**config.mk**
```make
export PLATFORM = sky130hd
export DESIGN_NAME = port_pins
export DESIGN_NICKNAME = d
export VERILOG_FILES = /design/src/hdl/port_pkg.sv /design/src/hdl/port_pins.sv /design/src/hdl/tick_divider.sv /design/src/hdl/noise_filter.sv
export SDC_FILE = /design/constraint.sdc
export NUM_CORES = 1
export LEC_CHECK = 0
export BUFFER_PORTS_ARGS = -buffer_cell sky130_fd_sc_hd__buf_4
export CAP_MARGIN = 5
export CORE_UTILIZATION = 50
export CTS_BUF_LIST = sky130_fd_sc_hd__clkbuf_8
export DETAILED_ROUTE_END_ITERATION = 10
export PLACE_DENSITY = 0.93
export SLEW_MARGIN = 20
export SYNTH_ARGS = -nofsm -noshare
export SYNTH_HDL_FRONTEND = slang
export SYNTH_SLANG_ARGS = --single-unit
```
**constraint.sdc**
```tcl
create_clock -name hclk -period 2.2 [get_ports hclk]
set_clock_uncertainty 0.15 [all_clocks]
set_input_delay 0.44 -clock hclk [delete_from_list [all_inputs] [get_ports hclk]]
set_output_delay 0.44 -clock hclk [all_outputs]
set_load 0.01 [all_outputs]
```
**src/hdl/port_pkg.sv**
```systemverilog
// package: register indices, field positions, reset values, modes
package port_pkg;
  // printed offsets are not word multiples: they are indices, byte addr = 4x
  localparam logic [15:0] IDX_PORT0_LEVELS = 16'hFFD0;
  localparam logic [15:0] IDX_PORT1_DATA = 16'hFFD1;
  localparam logic [15:0] IDX_PORT1_DIR = 16'hFFE1;
  localparam logic [15:0] IDX_PORT1_FUNC = 16'hFFEB;
  localparam logic [15:0] IDX_WAVE_SEL = 16'hFFEE;
  localparam logic [15:0] IDX_ANALOG_SEL = 16'hFFEF;

  localparam logic [7:0] ANALOG_SEL_RESET = 8'h00;
  localparam logic [7:0] FUNC_RESET = 8'h0C;
  localparam logic [7:0] DIR_RESET = 8'hCC;
  localparam logic [7:0] WAVE_RESET = 8'h0F;
  localparam logic [3:0] DATA_RESET = 4'h0;

  // fixed-one masks of reserved bits
  localparam logic [7:0] FUNC_FIXED = 8'h0C;
  localparam logic [7:0] DIR_FIXED = 8'hCC;
  localparam logic [7:0] DATA_FIXED = 8'h0C;
  localparam logic [7:0] WAVE_FIXED = 8'h0F;
  localparam logic [31:0] WO_READ = 32'h0000_00FF;

  // function register fields
  localparam int FN_NOISE = 7;
  localparam int FN_EVENT = 6;
  localparam int FN_INT5 = 5;
  localparam int FN_INT4 = 4;
  localparam int FN_INT1 = 1;
  localparam int FN_INT0 = 0;
  // waveform select fields
  localparam int WV_OUT_SEL = 7;
  localparam int WV_OUT_ON = 6;
  // pins 5,4,1,0 of port 1 sit at local slots 3..0
  localparam int SL5 = 3;
  localparam int SL4 = 2;
  localparam int SL1 = 1;
  localparam int SL0 = 0;

  // sampling interval of the int0 filter is not fixed by the part
  localparam int NOISE_SAMPLE_DIV = 16;

  localparam logic [1:0] HTRANS_NONSEQ = 2'b10;

  typedef enum logic [2:0] {
    PM_ACTIVE,
    PM_SLEEP,
    PM_STANDBY,
    PM_WATCH,
    PM_SUBACTIVE
  } power_mode_t;
endpackage

```
**src/hdl/port_pins.sv**
```systemverilog
// port_pins: analog-capable input port and shared-function port
// Functional notes
// analog bit 0: port0 data read returns the live pin level
// analog bit 1: port0 data bit reads as 1
// analog bit selects digital input or converter analog channel per pin
// port0 pins off in reset/standby/watch/subactive, held in sleep
// port1: four bidirectional pins, one input-only, one high-voltage input
// function register resets to 0x0C, all shared pins general, filter off
// function bit 7 turns the int0 noise filter on
// int0 filter is off in standby, watch and subactive modes
// filter samples int0, disagreeing successive samples count as noise
// function bit 6 routes input pin 6 to the event timer input
// reading port1 data may advance the event counter
// software clears the event counter before trusting the count
// function bit 5 picks int5 input, else general pin or wave output
// function bit 4 picks general pin or int4 input
// software masks interrupts around pin function changes
// function bits 3 and 2 are fixed at 1, not writable
// direction bit 1 makes a pin an output, 0 an input
// shared pins feed their level to the selected interrupt or timer
//
// Register access over AHB-Lite is this design's own decision.
`timescale 1ns/10ps
module port_pins import port_pkg::*; #(
  parameter int SAMPLE_DIV = NOISE_SAMPLE_DIV
) (
  input wire logic hclk,
  input wire logic hresetn,
  input wire logic hsel,
  input wire logic [31:0] haddr,
  input wire logic [1:0] htrans,
  input wire logic hwrite,
  input wire logic [2:0] hsize,
  input wire logic [31:0] hwdata,
  input wire logic hready,
  output logic hreadyout,
  output logic [31:0] hrdata,
  output logic hresp,
  input wire power_mode_t power_mode,
  input wire logic [7:0] port0_pin_levels,
  output logic [7:0] port0_input_en,
  output logic [7:0] analog_channel_select,
  input wire logic [3:0] port1_pin_in,
  output logic [3:0] port1_pin_out,
  output logic [3:0] port1_pin_oe,
  input wire logic port1_pin6_in,
  input wire logic port1_pin7_in,
  input wire logic timer_wave_in,
  output logic int0_level,
  output logic int1_level,
  output logic int4_level,
  output logic int5_level,
  output logic event_level,
  output logic event_read_pulse
);
  typedef struct packed {
    logic run;
    logic [7:0] analog_sel;
    logic [7:0] func;
    logic [3:0] dir;
    logic [3:0] data;
    logic [7:4] wave;
    logic [7:0] p0_level;
    logic wr_pend;
    logic [15:0] wr_idx;
    logic [31:0] rdata;
    logic [3:0] pout;
    logic [3:0] poe;
    logic ev_read;
  } port_state_t;

  port_state_t s_q, s_d;
  logic acc;
  logic [15:0] acc_idx;
  logic [31:0] rd_mux;
  logic [7:0] p1_read;
  logic pins_live;
  logic low_power;
  logic filter_on;
  logic tick;
  logic int0_filtered;
  logic [3:0] p1_pin_val;

  assign acc = hsel && hready && htrans == HTRANS_NONSEQ;
  assign acc_idx = haddr[17:2];
  assign pins_live = power_mode == PM_ACTIVE || power_mode == PM_SLEEP;
  assign low_power = power_mode == PM_STANDBY || power_mode == PM_WATCH ||
                     power_mode == PM_SUBACTIVE;
  assign filter_on = s_q.func[FN_NOISE] && !low_power;

  // output pins read back the latch, input pins the pad
  assign p1_pin_val = (s_q.dir & s_q.data) | (~s_q.dir & port1_pin_in);
  assign p1_read = {port1_pin7_in, port1_pin6_in, p1_pin_val[SL5],
                    p1_pin_val[SL4], 2'b00, p1_pin_val[SL1],
                    p1_pin_val[SL0]} | DATA_FIXED;

  always_comb begin
    rd_mux = 32'h0000_0000;
    case (acc_idx)
      IDX_PORT0_LEVELS: begin
        rd_mux = {24'h000000, s_q.p0_level | s_q.analog_sel};
      end
      IDX_PORT1_DATA: begin
        rd_mux = {24'h000000, p1_read};
      end
      IDX_PORT1_FUNC: begin
        rd_mux = {24'h000000, s_q.func | FUNC_FIXED};
      end
      IDX_WAVE_SEL: begin
        rd_mux = {24'h000000, s_q.wave, 4'h0} | {24'h000000, WAVE_FIXED};
      end
      IDX_PORT1_DIR, IDX_ANALOG_SEL: begin
        // write-only registers give no state back
        rd_mux = WO_READ;
      end
      default: begin
        rd_mux = 32'h0000_0000;
      end
    endcase
  end

  always_comb begin
    s_d = s_q;
    s_d.run = 1'b1;
    s_d.ev_read = 1'b0;
    s_d.wr_pend = acc && hwrite;
    s_d.wr_idx = acc_idx;
    if (acc && !hwrite) begin
      s_d.rdata = rd_mux;
      // a data read strobes the event pin only while pin 6 is a general input
      s_d.ev_read = acc_idx == IDX_PORT1_DATA && !s_q.func[FN_EVENT];
    end
    if (s_q.wr_pend) begin
      case (s_q.wr_idx)
        IDX_ANALOG_SEL: begin
          s_d.analog_sel = hwdata[7:0];
        end
        IDX_PORT1_FUNC: begin
          s_d.func = hwdata[7:0] | FUNC_FIXED;
        end
        IDX_PORT1_DIR: begin
          s_d.dir = {hwdata[5], hwdata[4], hwdata[1], hwdata[0]};
        end
        IDX_PORT1_DATA: begin
          s_d.data = {hwdata[5], hwdata[4], hwdata[1], hwdata[0]};
        end
        IDX_WAVE_SEL: begin
          s_d.wave = hwdata[7:4];
        end
        default: begin
          s_d.wave = s_q.wave;
        end
      endcase
    end
    // sleep and deeper modes freeze the sampled levels
    if (power_mode == PM_ACTIVE) begin
      s_d.p0_level = port0_pin_levels;
    end
    // pins given to an interrupt are released
    s_d.poe = s_q.dir & ~{s_q.func[FN_INT5], s_q.func[FN_INT4],
                          s_q.func[FN_INT1], s_q.func[FN_INT0]};
    s_d.pout = s_q.data;
    if (!s_q.func[FN_INT5] && s_q.wave[WV_OUT_SEL]) begin
      s_d.poe[SL5] = 1'b1;
      s_d.pout[SL5] = s_q.wave[WV_OUT_ON] && timer_wave_in;
    end
  end

  always_ff @(posedge hclk or negedge hresetn) begin
    if (!hresetn) begin
      s_q.run <= 1'b0;
      s_q.analog_sel <= ANALOG_SEL_RESET;
      s_q.func <= FUNC_RESET;
      s_q.dir <= {DIR_RESET[5], DIR_RESET[4], DIR_RESET[1], DIR_RESET[0]};
      s_q.data <= DATA_RESET;
      s_q.wave <= WAVE_RESET[7:4];
      s_q.p0_level <= 8'h00;
      s_q.wr_pend <= 1'b0;
      s_q.wr_idx <= 16'h0000;
      s_q.rdata <= 32'h0000_0000;
      s_q.pout <= 4'h0;
      s_q.poe <= 4'h0;
      s_q.ev_read <= 1'b0;
    end else begin
      s_q <= s_d;
    end
  end

  tick_divider #(.DIV(SAMPLE_DIV)) u_div (
    .hclk(hclk),
    .hresetn(hresetn),
    .tick(tick)
  );

  noise_filter u_filt (
    .hclk(hclk),
    .hresetn(hresetn),
    .enable(filter_on),
    .sample_en(tick),
    .raw(port1_pin_in[SL0]),
    .filtered(int0_filtered)
  );

  // unselected interrupt inputs idle high (active-low sources)
  assign int0_level = s_q.func[FN_INT0] ? int0_filtered : 1'b1;
  assign int1_level = s_q.func[FN_INT1] ? port1_pin_in[SL1] : 1'b1;
  assign int4_level = s_q.func[FN_INT4] ? port1_pin_in[SL4] : 1'b1;
  assign int5_level = s_q.func[FN_INT5] ? port1_pin_in[SL5] : 1'b1;
  assign event_level = s_q.func[FN_EVENT] ? port1_pin6_in : 1'b1;
  assign event_read_pulse = s_q.ev_read;

  assign port0_input_en = ~s_q.analog_sel & {8{pins_live && s_q.run}};
  assign analog_channel_select = s_q.analog_sel;
  assign port1_pin_out = s_q.pout;
  assign port1_pin_oe = s_q.poe;
  assign hreadyout = 1'b1;
  assign hrdata = s_q.rdata;
  assign hresp = 1'b0;
endmodule

```
**src/hdl/tick_divider.sv**
```systemverilog
// tick_divider: one-cycle enable pulse every DIV clocks
`timescale 1ns/10ps
module tick_divider import port_pkg::*; #(
  parameter int DIV = NOISE_SAMPLE_DIV
) (
  input wire logic hclk,
  input wire logic hresetn,
  output logic tick
);
  typedef struct packed {
    logic [15:0] cnt;
    logic tick;
  } div_state_t;
  localparam logic [15:0] LAST = 16'(DIV - 1);
  div_state_t s_q, s_d;

  always_comb begin
    s_d = s_q;
    s_d.tick = (s_q.cnt == LAST);
    s_d.cnt = s_d.tick ? 16'h0000 : s_q.cnt + 16'h0001;
  end

  always_ff @(posedge hclk or negedge hresetn) begin
    if (!hresetn) begin
      s_q <= '0;
    end else begin
      s_q <= s_d;
    end
  end

  assign tick = s_q.tick;
endmodule

```
**src/hdl/noise_filter.sv**
```systemverilog
// noise_filter: two-sample agreement filter for interrupt input 0
`timescale 1ns/10ps
module noise_filter (
  input wire logic hclk,
  input wire logic hresetn,
  input wire logic enable,
  input wire logic sample_en,
  input wire logic raw,
  output logic filtered
);
  typedef struct packed {
    logic prev;
    logic held;
  } nf_state_t;
  nf_state_t s_q, s_d;

  always_comb begin
    s_d = s_q;
    if (!enable) begin
      s_d.prev = raw;
      s_d.held = raw;
    end else if (sample_en) begin
      s_d.prev = raw;
      // disagreeing samples are noise: keep the old level
      if (raw == s_q.prev) begin
        s_d.held = raw;
      end
    end
  end

  always_ff @(posedge hclk or negedge hresetn) begin
    if (!hresetn) begin
      s_q <= 2'b11;
    end else begin
      s_q <= s_d;
    end
  end

  // bypass when off so the pin is never delayed
  assign filtered = enable ? s_q.held : raw;
endmodule

```
[After elaboration in Yosys (flattened, before gate mapping)]
Index checks and enable logic that the tools add are counted.
Word-level totals
  logic and storage cells: 85
  register bits after elaboration: 112
  input bits: 92
Operators by class
  add/sub/neg operators: 1
  bitwise operators: 9
  reduce and logical (&&, ||, !) cells: 24
  equality and inequality tests: 20
  multiplexer cells: 14
Operators with widths (count)
  16-bit equality test, second input constant: 11
  8-bit one-hot mux with 5 select lines: 1
  16-bit by 1-bit adder with 16-bit output, second input constant: 1
  16-bit by 4-bit equality test with 1-bit output, second input constant: 1
  16-bit two-way mux: 1
  4-bit AND: 3
  2-bit AND reduction: 6
  1-bit two-way mux: 10
  1-bit logical AND: 9
  8-bit AND: 1
  4-bit NOT: 2
  8-bit NOT: 1
  8-bit OR: 1
  3-bit by 2-bit equality test with 1-bit output, second input constant: 2
  1-bit logical NOT: 4
  2-bit two-way mux: 2
  2-bit inequality test, second input constant: 2
  4-bit OR: 1
  3-bit by 1-bit equality test with 1-bit output, second input constant: 1
  3-bit equality test, second input constant: 1
  3-bit logical NOT: 1
  1-bit logical OR: 3
  2-bit equality test, second input constant: 1
  2-bit OR reduction: 1
  1-bit equality test: 1

[Logic depth before layout (Yosys ltp)]
  word-level depth: 7
  depth in mapped cells: 6

[Hierarchy]
A second synthesis with hierarchy kept.
Second synthesis, totals
  cell total of the unflattened synthesis: 367
  area total of the unflattened synthesis: 4190.3 sq um
Modules (own cells, without submodules)
  port_pins: area an instance 3299.4 sq um, cells an instance 289, instances 1
  tick_divider: area an instance 782.0 sq um, cells an instance 65, instances 1
  noise_filter: area an instance 108.9 sq um, cells an instance 13, instances 1

[Worst setup path before layout]
No wires, ideal clock.
  path kind: input to register
  from: in haddr[3]
  to: reg s_q (netlist bit hrdata[0])
  library setup time: 0.066 ns
  arrival time: 1.814 ns
  slack: 0.170 ns
  stages on the path: 5
  cell sequence: or4b_4 > nor4_4 > a211oi_2 > a21oi_2 > a22o_1
On the way
  cells in the longest elaborated chain, start to end: 3
  elaborated cells between the ends (all ways): 8
  classes of those cells: eq/ne: 6; mux: 1; reduce/logical: 1
RTL lines
  start: declaration: line port_pins.sv:30  | input wire logic [31:0] haddr,
  16-bit equality test: line port_pins.sv:99  | case (acc_idx)
  2-bit OR reduction: line port_pins.sv:99
  8-bit one-hot mux with 5 select lines (*): line port_pins.sv:99
  end: declaration: line port_pins.sv:72  | port_state_t s_q, s_d;
Every way passes the cells marked *; elsewhere a longest branch is shown, timed or not.
A chain may end at the register's enable or synchronous reset.

[Final worst setup path]
  from: in power_mode[1]
  to: out int0_level
On the way
  cells in the longest elaborated chain, start to end: 7
  elaborated cells between the ends (all ways): 9
  classes of those cells: eq/ne: 3; mux: 2; reduce/logical: 4
RTL lines
  start: declaration: line port_pins.sv:39  | input wire power_mode_t power_mode,
  3-bit by 2-bit equality test with 1-bit output: line port_pins.sv:87  | assign low_power = power_mode == PM_STANDBY || power_mode == PM_WATCH ||
  1-bit logical OR: line port_pins.sv:87
  1-bit logical OR (*): line port_pins.sv:87
  1-bit logical NOT (*): line port_pins.sv:89  | assign filter_on = s_q.func[FN_NOISE] && !low_power;
  1-bit logical AND (*): line port_pins.sv:89
  1-bit two-way mux (*): line noise_filter.sv:40  | assign filtered = enable ? s_q.held : raw;
  1-bit two-way mux (*): line port_pins.sv:205  | assign int0_level = s_q.func[FN_INT0] ? int0_filtered : 1'b1;
  end: declaration: line port_pins.sv:49  | output logic int0_level,
Marks and branches as above.

==> flow_metrics.tcl <==
set metrics [dict create \
    status "finished, final reports clean" \
    clkSlewWorstSetupHoldPaths_ns 0.08 \
    synthDistinctLibCells 45 \
    cts.sinks 88 \
    nets 527 \
    setup.worst_path.class "in -> out" \
    overflow 0 \
    cts_tree "yes" \
    h-tree-depth 3 \
    antenna_found_initial 0 \
    fin_util_pct 62.6 \
    grt_use_total_pct 22.6 \
    die_h_um 92.0 \
    antenna_cells 0 \
    finalHoldViolCount 0 \
    drive_gt1_share_pct 37.1 \
    yosysTopAreaCell "dfrtp_1" \
    root_buffer "clkbuf_8" \
    start_util_pct 52.1 \
    clk_latency_ns 0.36 \
    critPathLaunch "power_mode[1]" \
    area_growth_pct 20.1 \
    power_density_mw_per_mm2 654 \
    syn_area_mm2 0.00405 \
    drcViolationCount 0 \
    gp_congestion 0.801 \
    ys_top_cells_by_area "dfrtp_1, buf_4, mux2_2" \
    cp_max_fo 4 \
    power.leakage_uw 0.00233 \
    wl_per_cell_um 16.5 \
    slew_violations 0 \
    fillCellCount 594 \
    synth_most_common_cell "dfrtp_1" \
    dpl-instance-area_mm2 0.00465 \
    num_rows 32 \
    tightestPinTransition_ns 0.501 \
    grt_first_pass_wirelength_um 14400 \
    endpoint_kind "output pin" \
    clock_path_buffers 2 \
    setup_viol 0 \
    detail-route-antenna-nets 0 \
    synth-edff-count 0 \
    power.total_uw 3180 \
    synth_seq_area_share_pct 54.5 \
    cp_data_arrival_time_ns 1.56 \
    finalSetupTns_ns 0 \
    fin_crit_ns 2.15 \
    grt_max_degree 38 \
    cts_buffers 9 \
    via_per_inst 5.37 \
    r2r_start "s_q[56]" \
    ys_ff_latch 88 \
    critPathLaunchType "primary input" \
    async_flop_share_pct 100 \
    dp_hpwl_um 6770 \
    max-slew-margin-rel_pct 66.5 \
    dr.first_iter.drc_count 138 \
    regArea_mm2 0.00220 \
    grt_pass1_vias 2960 \
    maxCapViolCount 0 \
    portBuffers 86 \
    avgSynthCellArea_um2 11.6 \
    ios 156 \
    reg2reg_slack_ns 0.16 \
    final_area_mm2 0.00486 \
    ys.flop_type "dfrtp_1" \
    die_w_um 92.0 \
    synth_common_cells "dfrtp_1, buf_4, mux2_2, nand2_1, nor2_1" \
    cp_data_required_time_ns 1.61 \
    peakVddDrop_mv 0.397 \
    min_path_type "in -> reg" \
    vias 2904 \
    dr.pass1.iters 5 \
    multi_input_area_mm2 0.00152 \
    whs_ns 0.0555 \
    min-delay-start "haddr[17]" \
    core_mm2 0.00777 \
    rsz0062_at_grt "no" \
    fmax_ghz 0.466 \
    synth_cells 349 \
    synth_top_area_share_pct 53.2 \
    fin_crit_sh_pct 97.5 \
    fp.dieArea_mm2 0.00846 \
    finalWirelength_um 8940 \
    yosys_warnings 0 \
]
==> registers in the layout, summed over array words and instances (netlist names) <==
signal	flops
u_filt.s_q	2
hrdata	8
s_q	41
port1_pin_out	4
analog_channel_select	8
port1_pin_oe	4
event_read_pulse	1
u_div.tick	1
u_div.s_q	16
s_d	3
==> per-layer routing <==
layer	global-route usage [%]	vias up	routed length, um
met2	38.7	111	4650
met4	9.11	0	187
li1	-	1320	-
met3	5.64	15	522
met5	0	-	0
met1	27.3	1458	3580
==> power by group <==
| part | total (uW) | switching [uW] | internal (uW) | leakage, uW |
|---|---|---|---|---|
| sequential | 1750 | 50.4 | 1700 | 0.00108 |
| combinational | 336 | 165 | 170 | 0.00115 |
| clock | 1090 | 565 | 527 | 0.000103 |
==> critical path, cell delays in order <==
cell	delay, ns
buf_4	0.12
or3b_2	0.47
nand3_2	0.09
inv_1	0.06
nand2_1	0.09
o211ai_1	0.11
buf_4	0.16
==> cells by family after synthesis <==
kind of cell               synth area share, %
AOI/OAI and AO/OA                         6.31
xor gates and xnor gates                  3.03
adders and majority gates                0.309
buffers and inverters                     10.3
DFF                                       54.5
muxes                                     9.46
other                                    0.186
and+or+nand+nor                           15.9
==> metrics by stage <==
stage / std cells / setup slack (ns)
4_1_cts: 541 / 0.0290
2_1_floorplan: 374 / 0.170
5_1_grt: 541 / 0.0236
3_3_place_gp: 524 / 0.0485
6_report: 541 / 0.0541
3_5_place_dp: 524 / 0.0169
==> final cells by class <==
type,count,share of cell area (%)
Inverter,8,0.618
Sequential cell,88,45.3
Clock buffer,9,2.55
Multi-Input combinational cell,225,31.3
Timing Repair Buffer,102,16.1
Clock inverter,7,1.47
Tap cell,102,2.62
==> cells in the final DEF, fill, tap and decap left out, types with 4 or more instances in the layout <==
master	instances
nand4b_1	4
and3_1	4
buf_4	100
nor4_1	4
a22o_1	4
conb_1	27
dfrtp_1	86
nor2_1	25
mux2_2	33
nand2_1	26
xor2_1	4
nand3_1	13
inv_1	8
o21ai_0	17
nor2b_1	5
nand4_1	4
xnor2_1	10
a22oi_1	5
clkbuf_8	9
nand2b_1	6
==> final timing paths <==
| path | end | cells after the start |
|---|---|---|
| setup reg to reg | s_q[73] | 5 |
| hold reg to reg | port1_pin_out[0] | 0 |
| min in group asynchronous | s_q[61] | 2 |
| max in group asynchronous | s_q[41] | 3 |
| hold / removal | s_q[56] | 1 |
| setup / recovery | int0_level | 7 |
==> what timing repair did <==
action,in CTS,in global routing
gates resized for setup,0,1
setup buffers,0,0
hold endpoints to repair,33,0
setup endpoints to repair,0,1
hold buffers,1,0
No activity file was read; power rests on OpenSTA's default activity.
